===== config.mk =====
export PLATFORM = sky130hd
export DESIGN_NAME = cwt_top
export DESIGN_NICKNAME = d
export VERILOG_FILES = /design/src/rtl/cwt_pkg.sv /design/src/rtl/cwt_tmr_if.sv /design/src/rtl/cwt_top.sv /design/src/rtl/cwt_timer.sv
export VERILOG_INCLUDE_DIRS = /design/src /design/src/rtl
export SDC_FILE = /design/constraint.sdc
export NUM_CORES = 1
export LEC_CHECK = 0
export ABC_AREA = 0
export BUFFER_PORTS_ARGS = -buffer_cell sky130_fd_sc_hd__buf_2
export CORE_MARGIN = 2
export CORE_UTILIZATION = 34
export DETAILED_ROUTE_END_ITERATION = 10
export SKIP_LAST_GASP = 1
export SLEW_MARGIN = 20
export SYNTH_ARGS = -nofsm -noshare
export SYNTH_HDL_FRONTEND = slang
export SYNTH_SLANG_ARGS = --single-unit

===== constraint.sdc =====
create_clock -name sys_clk -period 2.85 [get_ports sys_clk]
set_input_delay 0.285 -clock sys_clk [delete_from_list [all_inputs] [get_ports sys_clk]]
set_output_delay 0.285 -clock sys_clk [all_outputs]
set_load 0.05 [all_outputs]

===== src/rtl/cwt_consts.svh =====
/*
 constants for the calendar window timer: register offsets,
 field positions, write masks and bus response codes.
 assumes a 7-bit AXI4-Lite byte address.
*/
`ifndef CWT_CONSTS_SVH
`define CWT_CONSTS_SVH

`define CWT_ADDR_W        7
`define CWT_TMR_STRIDE    7'h20
`define CWT_OFS_START_DT  3'h0
`define CWT_OFS_START_TM  3'h1
`define CWT_OFS_STOP_DT   3'h2
`define CWT_OFS_STOP_TM   3'h3
`define CWT_OFS_CTRL      3'h4
`define CWT_OFS_DEST      3'h5
`define CWT_OFS_STATUS    3'h6
`define CWT_ADDR_SRC_SEL  7'h40

`define CWT_DT_DAY_LSB    0
`define CWT_DT_MON_LSB    8
`define CWT_DT_YR_LSB     16
`define CWT_TM_SEC_LSB    0
`define CWT_TM_MIN_LSB    8
`define CWT_TM_HR_LSB     16
`define CWT_CTRL_REP_LSB  0
`define CWT_CTRL_EN_BIT   4
`define CWT_CTRL_INV_BIT  5

`define CWT_MASK_DATE     32'h007F_0F1F
`define CWT_MASK_TIME     32'h001F_3F3F
`define CWT_MASK_CTRL     32'h0000_0037
`define CWT_MASK_DEST     32'h0000_FFFF
`define CWT_CFG_RESET     32'h0000_0000

`define CWT_RESP_OKAY     2'h0
`define CWT_RESP_SLVERR   2'h2

`endif


===== src/rtl/cwt_pkg.sv =====
/*
 types shared by the calendar window timer modules.
 assumes nothing beyond a SystemVerilog compiler.
*/
package cwt_pkg;
   typedef enum logic [2:0] {REP_NONE, REP_HOUR, REP_DAY, REP_WEEK,
                             REP_MONTH, REP_YEAR, REP_ONCE, REP_MINUTE} cwt_rep_t;
   typedef struct packed {
      logic [6:0] yr;
      logic [3:0] mo;
      logic [4:0] dy;
      logic [2:0] wd;
      logic [4:0] hr;
      logic [5:0] mi;
      logic [5:0] se;
   } cwt_dt_t;
endpackage


===== src/rtl/cwt_tmr_if.sv =====
/*
 carrier between the register block and one timer core.
 assumes both ends sit in the sys_clk domain.
*/
`timescale 1ns/1ps
interface cwt_tmr_if;
   import cwt_pkg::*;
   logic     tick;
   cwt_dt_t  now;
   cwt_dt_t  start;
   cwt_dt_t  stop;
   cwt_rep_t rep;
   logic     win;
   modport core (input tick, input now, input start, input stop, input rep, output win);
   modport ctl  (output tick, output now, output start, output stop, output rep, input win);
endinterface


===== src/rtl/cwt_top.sv =====
/*
 calendar window timer: two timers behind an AXI4-Lite register slave,
 fed by a second-resolution calendar source.
 assumes calendar inputs and drive reset are synchronous to sys_clk and
 dt_tick pulses for one cycle as each new second is presented.
*/
// The placing of the registers and the AXI4-Lite slave port were decided locally.
`timescale 1ns/1ps
`include "cwt_consts.svh"

// Behaviour
// - timer runs regardless of destination routing
// - comparison granularity is one second
// - active from start until stop, else inactive
// - repeat code selects period, zero none
// - each period compares only its fields
// - week mode date means weekday, zero Sunday
// - stop at or before start: never active
// - disabled or code zero: raw output zero
// - invert complements final output after window
// - source change plus reset zeroes repeat, log
// - two identical timers with own settings
module cwt_top
   import cwt_pkg::*;
#(
   parameter int ADDR_W = `CWT_ADDR_W,
   parameter int N_TMR  = 2
)
(
   input  wire logic              sys_clk,
   input  wire logic              rst_n,
   input  wire logic [ADDR_W-1:0] s_axi_awaddr,
   input  wire logic [2:0]        s_axi_awprot,
   input  wire logic              s_axi_awvalid,
   output logic                   s_axi_awready,
   input  wire logic [31:0]       s_axi_wdata,
   input  wire logic [3:0]        s_axi_wstrb,
   input  wire logic              s_axi_wvalid,
   output logic                   s_axi_wready,
   output logic [1:0]             s_axi_bresp,
   output logic                   s_axi_bvalid,
   input  wire logic              s_axi_bready,
   input  wire logic [ADDR_W-1:0] s_axi_araddr,
   input  wire logic [2:0]        s_axi_arprot,
   input  wire logic              s_axi_arvalid,
   output logic                   s_axi_arready,
   output logic [31:0]            s_axi_rdata,
   output logic [1:0]             s_axi_rresp,
   output logic                   s_axi_rvalid,
   input  wire logic              s_axi_rready,
   input  wire logic              dt_tick,
   input  wire logic [5:0]        dt_sec,
   input  wire logic [5:0]        dt_min,
   input  wire logic [4:0]        dt_hour,
   input  wire logic [4:0]        dt_day,
   input  wire logic [3:0]        dt_month,
   input  wire logic [6:0]        dt_year,
   input  wire logic [2:0]        dt_wday,
   input  wire logic              drv_reset,
   output logic [N_TMR-1:0]       tmr_out,
   output logic                   trip_log_clr
);
   logic              awready_r;
   logic              wready_r;
   logic              bvalid_r;
   logic [1:0]        bresp_r;
   logic              arready_r;
   logic              rvalid_r;
   logic [31:0]       rdata_r;
   logic [1:0]        rresp_r;
   logic              aw_have_r;
   logic              w_have_r;
   logic [ADDR_W-1:0] waddr_r;
   logic [31:0]       wdata_r;
   logic [3:0]        wstrb_r;
   logic              do_wr;
   logic              wr_hit;
   logic [31:0]       cfg_r [N_TMR][6];
   logic              src_sel_r;
   logic              src_applied_r;
   logic              src_clr;
   logic              trip_clr_r;
   logic [N_TMR-1:0]  out_r;
   logic [N_TMR-1:0]  run;
   logic [N_TMR-1:0]  inv;
   logic [N_TMR-1:0]  win;
   cwt_dt_t           now;

   assign s_axi_awready = awready_r;
   assign s_axi_wready  = wready_r;
   assign s_axi_bvalid  = bvalid_r;
   assign s_axi_bresp   = bresp_r;
   assign s_axi_arready = arready_r;
   assign s_axi_rvalid  = rvalid_r;
   assign s_axi_rdata   = rdata_r;
   assign s_axi_rresp   = rresp_r;
   assign tmr_out       = out_r;
   assign trip_log_clr  = trip_clr_r;

   assign now     = '{yr: dt_year, mo: dt_month, dy: dt_day, wd: dt_wday,
                      hr: dt_hour, mi: dt_min, se: dt_sec};
   assign do_wr   = aw_have_r && w_have_r && !bvalid_r;
   assign src_clr = drv_reset && (src_sel_r != src_applied_r);

   function automatic logic [31:0] wmask(input logic [2:0] idx);
      unique case (idx)
         `CWT_OFS_START_DT, `CWT_OFS_STOP_DT: wmask = `CWT_MASK_DATE;
         `CWT_OFS_START_TM, `CWT_OFS_STOP_TM: wmask = `CWT_MASK_TIME;
         `CWT_OFS_CTRL:                       wmask = `CWT_MASK_CTRL;
         default:                             wmask = `CWT_MASK_DEST;
      endcase
   endfunction

   function automatic logic [31:0] bytes(input logic [3:0] s);
      return {{8{s[3]}}, {8{s[2]}}, {8{s[1]}}, {8{s[0]}}};
   endfunction

   function automatic logic cfg_addr(input logic [ADDR_W-1:0] a);
      return (a[ADDR_W-1:6] == '0) && (a[4:2] <= `CWT_OFS_DEST) && (32'(a[5]) < N_TMR);
   endfunction

   function automatic cwt_dt_t to_dt(input logic [31:0] d, input logic [31:0] tm);
      cwt_dt_t v;
      v.dy = d[`CWT_DT_DAY_LSB +: 5];
      v.mo = d[`CWT_DT_MON_LSB +: 4];
      v.yr = d[`CWT_DT_YR_LSB +: 7];
      // weekday is entered in the low year digits in week mode
      v.wd = d[`CWT_DT_YR_LSB +: 3];
      v.hr = tm[`CWT_TM_HR_LSB +: 5];
      v.mi = tm[`CWT_TM_MIN_LSB +: 6];
      v.se = tm[`CWT_TM_SEC_LSB +: 6];
      return v;
   endfunction

   assign wr_hit = cfg_addr(waddr_r) || (waddr_r == `CWT_ADDR_SRC_SEL);

   // write address channel
   always_ff @(posedge sys_clk or negedge rst_n)
   begin
      if (!rst_n)
      begin
         awready_r <= 1'b1;
         aw_have_r <= 1'b0;
         waddr_r   <= '0;
      end
      else if (s_axi_awvalid && awready_r)
      begin
         awready_r <= 1'b0;
         aw_have_r <= 1'b1;
         waddr_r   <= s_axi_awaddr;
      end
      else if (do_wr)
         aw_have_r <= 1'b0;
      else if (bvalid_r && s_axi_bready)
         awready_r <= 1'b1;
   end

   // write data channel
   always_ff @(posedge sys_clk or negedge rst_n)
   begin
      if (!rst_n)
      begin
         wready_r <= 1'b1;
         w_have_r <= 1'b0;
         wdata_r  <= '0;
         wstrb_r  <= '0;
      end
      else if (s_axi_wvalid && wready_r)
      begin
         wready_r <= 1'b0;
         w_have_r <= 1'b1;
         wdata_r  <= s_axi_wdata;
         wstrb_r  <= s_axi_wstrb;
      end
      else if (do_wr)
         w_have_r <= 1'b0;
      else if (bvalid_r && s_axi_bready)
         wready_r <= 1'b1;
   end

   // write response
   always_ff @(posedge sys_clk or negedge rst_n)
   begin
      if (!rst_n)
      begin
         bvalid_r <= 1'b0;
         bresp_r  <= `CWT_RESP_OKAY;
      end
      else if (do_wr)
      begin
         bvalid_r <= 1'b1;
         bresp_r  <= wr_hit ? `CWT_RESP_OKAY : `CWT_RESP_SLVERR;
      end
      else if (bvalid_r && s_axi_bready)
         bvalid_r <= 1'b0;
   end

   // timer settings; a source change outranks a same-cycle write
   always_ff @(posedge sys_clk or negedge rst_n)
   begin
      if (!rst_n)
      begin
         for (int t = 0; t < N_TMR; t++)
            for (int i = 0; i < 6; i++)
               cfg_r[t][i] <= `CWT_CFG_RESET;
      end
      else
      begin
         if (do_wr && cfg_addr(waddr_r))
            cfg_r[waddr_r[5]][waddr_r[4:2]] <= (cfg_r[waddr_r[5]][waddr_r[4:2]] & ~bytes(wstrb_r))
                                              | (wdata_r & bytes(wstrb_r) & wmask(waddr_r[4:2]));
         if (src_clr)
            for (int t = 0; t < N_TMR; t++)
               cfg_r[t][`CWT_OFS_CTRL][`CWT_CTRL_REP_LSB +: 3] <= 3'h0;
      end
   end

   // date/time source selector, takes effect on the next drive reset
   always_ff @(posedge sys_clk or negedge rst_n)
   begin
      if (!rst_n)
      begin
         src_sel_r     <= 1'b0;
         src_applied_r <= 1'b0;
         trip_clr_r    <= 1'b0;
      end
      else
      begin
         if (do_wr && waddr_r == `CWT_ADDR_SRC_SEL && wstrb_r[0])
            src_sel_r <= wdata_r[0];
         if (drv_reset)
            src_applied_r <= src_sel_r;
         trip_clr_r <= src_clr;
      end
   end

   // read channel
   always_ff @(posedge sys_clk or negedge rst_n)
   begin
      if (!rst_n)
      begin
         arready_r <= 1'b1;
         rvalid_r  <= 1'b0;
         rdata_r   <= '0;
         rresp_r   <= `CWT_RESP_OKAY;
      end
      else if (s_axi_arvalid && arready_r)
      begin
         arready_r <= 1'b0;
         rvalid_r  <= 1'b1;
         rresp_r   <= `CWT_RESP_OKAY;
         rdata_r   <= '0;
         if (cfg_addr(s_axi_araddr))
            rdata_r <= cfg_r[s_axi_araddr[5]][s_axi_araddr[4:2]];
         else if (s_axi_araddr[ADDR_W-1:6] == '0 && s_axi_araddr[4:2] == `CWT_OFS_STATUS
                  && 32'(s_axi_araddr[5]) < N_TMR)
            rdata_r <= {31'h0000_0000, out_r[s_axi_araddr[5]]};
         else if (s_axi_araddr == `CWT_ADDR_SRC_SEL)
            rdata_r <= {30'h0000_0000, src_applied_r, src_sel_r};
         else
            rresp_r <= `CWT_RESP_SLVERR;
      end
      else if (rvalid_r && s_axi_rready)
      begin
         rvalid_r  <= 1'b0;
         arready_r <= 1'b1;
      end
   end

   // both timers share one calendar but keep their own settings
   for (genvar g = 0; g < N_TMR; g++)
   begin : g_tmr
      cwt_tmr_if tif ();
      assign tif.tick  = dt_tick;
      assign tif.now   = now;
      assign tif.start = to_dt(cfg_r[g][`CWT_OFS_START_DT], cfg_r[g][`CWT_OFS_START_TM]);
      assign tif.stop  = to_dt(cfg_r[g][`CWT_OFS_STOP_DT], cfg_r[g][`CWT_OFS_STOP_TM]);
      assign tif.rep   = cwt_rep_t'(cfg_r[g][`CWT_OFS_CTRL][`CWT_CTRL_REP_LSB +: 3]);
      assign win[g]    = tif.win;
      // destination setting is stored only; it never gates the timer
      assign run[g]    = cfg_r[g][`CWT_OFS_CTRL][`CWT_CTRL_EN_BIT] && (tif.rep != REP_NONE);
      assign inv[g]    = cfg_r[g][`CWT_OFS_CTRL][`CWT_CTRL_INV_BIT];

      cwt_timer u_tmr (
         .sys_clk (sys_clk),
         .rst_n   (rst_n),
         .t       (tif.core)
      );

      always_ff @(posedge sys_clk or negedge rst_n)
      begin
         if (!rst_n)
            out_r[g] <= 1'b0;
         else
            out_r[g] <= (run[g] && win[g]) ^ inv[g];
      end
   end
endmodule


===== src/rtl/cwt_timer.sv =====
/*
 one timer core: masks the calendar per repeat period and keeps the
 raw start/stop window, before enable and invert.
 assumes the tick marks each new second of the calendar input.
*/
`timescale 1ns/1ps
module cwt_timer
   import cwt_pkg::*;
(
   input  wire logic sys_clk,
   input  wire logic rst_n,
   cwt_tmr_if.core   t
);
   cwt_dt_t now_k;
   cwt_dt_t start_k;
   cwt_dt_t stop_k;

   function automatic cwt_dt_t key(input cwt_dt_t v, input cwt_rep_t r);
      cwt_dt_t k;
      k    = '0;
      k.se = v.se;
      if (r != REP_MINUTE)
         k.mi = v.mi;
      if (r inside {REP_DAY, REP_WEEK, REP_MONTH, REP_YEAR, REP_ONCE})
         k.hr = v.hr;
      if (r == REP_WEEK)
         k.wd = v.wd;
      if (r inside {REP_MONTH, REP_YEAR, REP_ONCE})
         k.dy = v.dy;
      if (r inside {REP_YEAR, REP_ONCE})
         k.mo = v.mo;
      if (r == REP_ONCE)
         k.yr = v.yr;
      if (r == REP_NONE)
         k = '0;
      return k;
   endfunction

   assign now_k   = key(t.now, t.rep);
   assign start_k = key(t.start, t.rep);
   assign stop_k  = key(t.stop, t.rep);

   // re-evaluated once per second only
   always_ff @(posedge sys_clk or negedge rst_n)
   begin
      if (!rst_n)
         t.win <= 1'b0;
      else if (t.tick)
         t.win <= (stop_k > start_k) && (now_k >= start_k) && (now_k < stop_k);
   end
endmodule


# Yosys cells after proc, flatten, opt, wreduce, memory -nomap -nowiden
# Index checks and enable logic that the tools add are counted.
totals:
  wordCells: 218
  register_bits: 477
  inputBits: 101
op_classes:
  n_bitwise: 13
  n_lt_le_gt_ge: 15
  eq_ne: 22
  n_reduce_logical: 48
  muxes: 86
ops:
  columns: ["operator", "count"]
  rows:
  - ["$mux 192", 7]
  - ["$bwmux 384", 1]
  - ["$mux 32", 8]
  - ["$mux 227", 1]
  - ["$mux 36", 6]
  - ["$bmux 32 s3", 2]
  - ["$demux 192 s1", 1]
  - ["$and 32x32->32", 3]
  - ["$demux 32 s3", 1]
  - ["$ge 36x36->1", 2]
  - ["$gt 36x36->1", 2]
  - ["$lt 36x36->1", 2]
  - ["$pmux 23 s3", 1]
  - ["$mux 5", 12]
  - ["$mux 7", 6]
  - ["$mux 6", 6]
  - ["$not 32->32", 1]
  - ["$or 32x32->32", 1]
  - ["$eq 3x3->1 const B", 8]
  - ["$logic_and 1x1->1", 24]
  - ["$mux 3", 8]
  - ["$mux 4", 6]
  - ["$eq 3x2->1 const B", 6]
  - ["$reduce_bool 2->1", 9]
  - ["other kinds (24)", 60]

# Longest topological paths before layout
logic_depth:
  depth_word: 12
  depth_mapped: 15

# Modules after synthesis
# A second synthesis with hierarchy kept.
hier_totals:
  hier_cells: 3050
  area_unflattened_um2: 30212.7
by_module_without_submodules:
  columns: ["mod", "area_per_inst_um2", "n_inst", "seq_area_each_um2", "cells_per_inst"]
  rows:
  - ["cwt_top", 23857.9, 1, 11614.9, 2154]
  - ["cwt_timer (g_tmr[1].u_tmr)", 3210.6, 1, 25.0, 447]
  - ["cwt_timer (g_tmr[0].u_tmr)", 3144.3, 1, 25.0, 449]

# Worst setup path after synthesis
# OpenSTA, ideal clock, no wires.
synth_timing:
  kind: "register to register"
  startpoint: "register cfg_r[224] (netlist name)"
  endpoint: "register g_tmr[0].u_tmr.t.win"
  slack_ns: -0.204
  setup_ns: 0.128
  path_stages_with_launch: 14
  arrival_ns: 2.926
  required_ns: 2.722
  period_less_slack_ns: 3.054
  path_cell_list: "dfrtp_1 > clkbuf_1 > and3_1 > clkbuf_1 > nor2_1 > clkbuf_1 > nand2_1 > ha_1 > nand4_1 > or4_1 > o311ai_0 > nor4bb_1 > o2111ai_1 > o32ai_1"
synth_between:
  elab_chain_len: 7
  word_cells_on_any_way: 36
  classes_between: "order compare: 3; eq/ne: 6; mux: 21; reduce/logical: 6"
synth_lines:
  columns: ["element", "line_no", "rtl"]
  rows:
  - ["start: declaration", "cwt_top.sv:78", "logic [31:0] cfg_r [N_TMR][6];"]
  - ["start signal: indexed assignment", "cwt_top.sv:205", "cfg_r[t][i] <= `CWT_CFG_RESET;"]
  - ["start signal: indexed assignment", "cwt_top.sv:210", "cfg_r[waddr_r[5]][waddr_r[4:2]] <= (cfg_r[waddr_r[5]][waddr_r[4:2]] & ~bytes(wstrb_r))"]
  - ["$eq 3x2->1 (tied with other cells)", "cwt_timer.sv:24", "if (r inside {REP_DAY, REP_WEEK, REP_MONTH, REP_YEAR, REP_ONCE})"]
  - ["$reduce_bool 5->1 (tied with other cells)", "cwt_timer.sv:24", null]
  - ["$mux 5 (tied with other cells)", "cwt_timer.sv:24", null]
  - ["$mux 36", "cwt_timer.sv:34", "if (r == REP_NONE)"]
  - ["$gt 36x36->1 or $ge 36x36->1 (tied branches)", "cwt_timer.sv:49", "t.win <= (stop_k > start_k) && (now_k >= start_k) && (now_k < stop_k);"]
  - ["$logic_and 1x1->1", "cwt_timer.sv:49", null]
  - ["$logic_and 1x1->1 (*)", "cwt_timer.sv:49", null]
  - ["end signal: assignment", "cwt_timer.sv:49", null]
  - ["end: declaration", "cwt_tmr_if.sv:14", "modport core (input tick, input now, input start, input stop, input rep, output win);"]
# Mark *: on every way between the ends. The rest lies on a longest branch, timed or not.
# A chain may end at the register's enable or synchronous reset.

# Worst setup path after layout
layout_timing:
  startpoint: "register cfg_r[225] (netlist name)"
  endpoint: "register g_tmr[0].u_tmr.t.win"
# The elaborated chain is that of the path after synthesis.

==> metrics.md <==
| Metric | Value |
|---|---|
| Run status | complete, but fails checks |
| Violations in the final reports | setup timing |
| Area of the core | around 86000 µm² |
| Total of warnings raised by yosys | 0 |
| Dominant cells by area after synthesis | sky130_fd_sc_hd__dfrtp_1, sky130_fd_sc_hd__mux4_2, sky130_fd_sc_hd__ha_1 |
| Setup violation total in the final timing report | 2 |
| Average footprint of a synthesized cell | roughly 10 µm² |
| H-Tree Depth | 2 |
| Total routed wirelength | about 100000 µm |
| GR Layer Usage met1 | 29.9% |
| Relative contribution of the clock network to total power | 26.7% |
| Number of antenna violations at the first check in global routing | 0 |
| Number of input and output port buffers inserted | roughly 130 |
| Cell area power density | a little under 800 nW/µm² |
| Count of cells along the worst register-to-register path | 12 |
| Startpoint type of the worst setup path | flip-flop |
| Slew Viols, Final | 0 |
| Required time at the endpoint of the critical path | approximately 3.3 ns |
| Via count of the first global-routing pass | around 24000 |
| Starting DRC count in detailed routing | approximately 2200 |
| Buffer depth of the longest clock path | 3 |
| Slew HR | between 40% and 50% |
| Cell taking the most area after synthesis | sky130_fd_sc_hd__dfrtp_1 |
| Leakage power summed over all cells | approximately 17 nW |
| Final estimated routing congestion in global placement | ~0.94 |
| Fraction of the yosys area taken by sequential cells | 39.5% |
| CTS tree | done |
| Area growth from synthesis to final layout | 21.6% |
| Period utilisation layout | 105% |
| Residual DRC | 0 |
| Remaining antenna violation count after routing | 0 |
| Later-pin clock latency in the skew report | around 0.63 ns |
| Number of filler cells placed in the layout | between 8000 and 9000 |
| Flip-flop and latch count after synthesis | about 470 |
| Final critical path time including I/O delays and setup | 3.00 ns |
| Final HPWL from detailed placement | about 74000 µm |
| Met3 GRT Util | under 10% |
| Count of maximum capacitance violations | 0 |
| Summed instance area of the synthesized netlist | roughly 30000 µm² |
| Yosys cell types | 73 |
| Setup slack after layout | -0.147 ns |
| Maximum clock skew at final layout | roughly 0.023 ns |
| Placed Cells incl. Taps | ~4300 |
| Maximum vdd ir drop | around 0.45 mV |
| GRT Util Overall | ~23% |
| Number of enable-type register cells in the synthesized netlist | 0 |
| Non-filler cells, final | ~4400 |
| Die Wd | between 200 and 300 µm |
| Most common cell in the synthesized netlist | sky130_fd_sc_hd__nand2_1 |
| Clock tree root driver cell | sky130_fd_sc_hd__clkbuf_16 |
| Class of the tightest hold or removal check | input pin to flip-flop |
| Power Internal | 17.3 mW |
| Die outline area | about 89000 µm² |
| Met2 usage | a little under two fifths |
| Count of cells along the worst hold path | 3 |
| Crit path max fanout | 5 |
| Unrepaired setup endpoints after global routing | yes |
| Type of element capturing the critical path | flip-flop |
| Vias per cell | 5.49 |
| Final hold violation count | 0 |
| Effective utilization at floorplan | approximately 34% |
| Ratio of cells with drive above 1 in the final layout | a little over a quarter |
| Global-route wire length before repair | between 150000 and 200000 µm |
| Number of sinks on the clock net | ~470 |
| Fraction of post-synthesis cell area in the top cell type by area | between 30% and 40% |
| First-pass detailed-route iteration total | 6 |
| Synth Instances | slightly below 3000 |
| Pin count of the biggest net entering global routing | between 100 and 150 |
| Part of the power in combinational logic | between 40 and 50% |
| Routed wirelength normalized by instance count | between 20 and 25 µm |
| Main synth FF type | sky130_fd_sc_hd__dfrtp_1 |
| Vias post-DR | between 20000 and 25000 |
| Peak clock frequency supported by timing | 334 MHz |
| Final antenna diode count | 0 |
| Number of rows in the core area | around 110 |
| Cts bufs inserted | 53 |
| Slew of the pin with the lowest slew margin | between 0.8 and 0.9 ns |
| Sw Ratio | 38.3% |
| Path type of the worst setup path | flip-flop to flip-flop |
| Part of the total power dissipated in sequential elements | between 30% and 40% |
| Count of pins on the block boundary | 145 |
| Register clock-pin slew on the reported worst setup and hold paths | 0.07 ns |
| Highest-utilization routing layer at the global route stage | met2 |
| Vertical extent of the die | around 300 µm |
| Setup slack at placement | -0.178 ns |
| Fraction of registers with async set or reset after synthesis | 100% |
| Sw power | between 10 and 15 mW |
| Leftover overflow at the end of global routing | 0 |
| # nets final | roughly 3500 |
| Arrival time worst endpoint | between 3 and 4 ns |
| Ranking of synthesized cells by instance count | sky130_fd_sc_hd__nand2_1, sky130_fd_sc_hd__dfrtp_1, sky130_fd_sc_hd__o21ai_0, sky130_fd_sc_hd__ha_1, sky130_fd_sc_hd__mux4_2 |
worst max-delay path, stage by stage (launching register included):
cell and delay [ns]:
sky130_fd_sc_hd__dfrtp_2 0.44, sky130_fd_sc_hd__buf_6 0.14, sky130_fd_sc_hd__or3_4 0.40, sky130_fd_sc_hd__buf_4 0.17, sky130_fd_sc_hd__nand2_1 0.09, sky130_fd_sc_hd__inv_1 0.08, sky130_fd_sc_hd__ha_4 0.27, sky130_fd_sc_hd__nand4_1 0.11
sky130_fd_sc_hd__or4_4 0.55, sky130_fd_sc_hd__o311ai_4 0.32, sky130_fd_sc_hd__nor4bb_4 0.08, sky130_fd_sc_hd__o2111ai_1 0.09, sky130_fd_sc_hd__o32ai_1 0.11
what timing repair did:
| item | 4_1_cts | 5_1_grt |
|---|---|---|
| pin swaps | 22 | 26 |
| resized for setup | 38 | 41 |
| setup buffers | 9 | 6 |
| setup endpoints to repair | 2 | 8 |
| cloned | 1 | 1 |
| hold buffers | 45 | 0 |
| hold endpoints to repair | 103 | 0 |
layout make-up:
cell class / instances / area (µm²) / area share (%)
Multi-Input combinational cell: 2138 / 16900 / 47.0
Clock buffer: 80 / 1620 / 4.51
Tap cell: 1155 / 1450 / 4.02
Inverter: 114 / 428 / 1.19
Sequential cell: 466 / 11700 / 32.5
Clock inverter: 16 / 290 / 0.808
Timing Repair Buffer: 448 / 3560 / 9.91
worst paths after layout:
check                                 from                    to  slack (ns)
max                             cfg_r[225]  g_tmr[0].u_tmr.t.win       -0.15
min                        s_axi_araddr[6]        s_axi_rresp[1]        0.05
max reg2reg                     cfg_r[225]  g_tmr[0].u_tmr.t.win       -0.15
min reg2reg                 s_axi_rresp[1]        s_axi_rresp[1]        0.49
max in group asynchronous            rst_n            cfg_r[306]        1.69
min in group asynchronous            rst_n        s_axi_rresp[1]        0.17
power by group through the flow:
stage	registers (mW)	clock network, mW	logic (mW)
final	8.53	7.46	12.0
after global routing	8.59	7.82	12.9
after CTS	8.52	7.55	11.4
after detailed placement	8.63	0	10.9
after global placement	8.61	0	10.9
after floorplan	7.97	0	7.01
sequential cells by signal (all words and copies together), names as in the netlist, 2 cells and up:
| name | cells |
|---|---|
| wdata_r | 23 |
| waddr_r | 7 |
| s_axi_rdata | 32 |
| cfg_r | 384 |
| g_tmr.u_tmr.t.win | 2 |
| tmr_out | 2 |
| wstrb_r | 4 |
kinds of logic after synthesis:
group | count (synthesis) | synth area share (%)
other | 1 | 0.0127
muxes | 388 | 20.8
buffers and inverters | 334 | 4.70
AOI/OAI and AO/OA | 597 | 11.9
adders and majority gates | 206 | 8.73
DFF | 466 | 39.5
and+or+nand+nor | 930 | 14.0
xor gates and xnor gates | 13 | 0.386
layer usage:
| layer | up-vias | wire length [µm] |
|---|---|---|
| li1 | 11163 | - |
| met1 | 12060 | 42500 |
| met2 | 843 | 48800 |
| met3 | 177 | 6190 |
| met4 | 0 | 4160 |
| met5 | - | 0 |
cell usage in the layout (no fill, tap or decap), types with 56 or more instances in the layout:
cell type	n
sky130_fd_sc_hd__mux2i_1	107
sky130_fd_sc_hd__ha_1	198
sky130_fd_sc_hd__mux2_2	112
sky130_fd_sc_hd__buf_2	124
sky130_fd_sc_hd__nor2_1	103
sky130_fd_sc_hd__mux4_2	169
sky130_fd_sc_hd__o21ai_0	297
sky130_fd_sc_hd__dfrtp_1	456
sky130_fd_sc_hd__buf_4	243
sky130_fd_sc_hd__and2_1	56
sky130_fd_sc_hd__a21oi_1	98
sky130_fd_sc_hd__nand2_1	561
sky130_fd_sc_hd__inv_1	113
through the flow:
stage          hold WS, ns  power [mW]  area [µm²]  utilization (%)  setup TNS (ns)
2_1_floorplan      -0.0106        15.0       29600                -               0
3_3_place_gp         0.217        19.5       33100             38.3          -0.174
3_5_place_dp         0.220        19.6       33100             38.3          -0.336
4_1_cts             0.0281        27.5       35700             41.3         -0.0368
5_1_grt             0.0990        29.3       35900             41.6          -0.429
6_report            0.0545        27.9       35900             41.6          -0.229
Note: power is estimated with default switching activity, not from simulation.
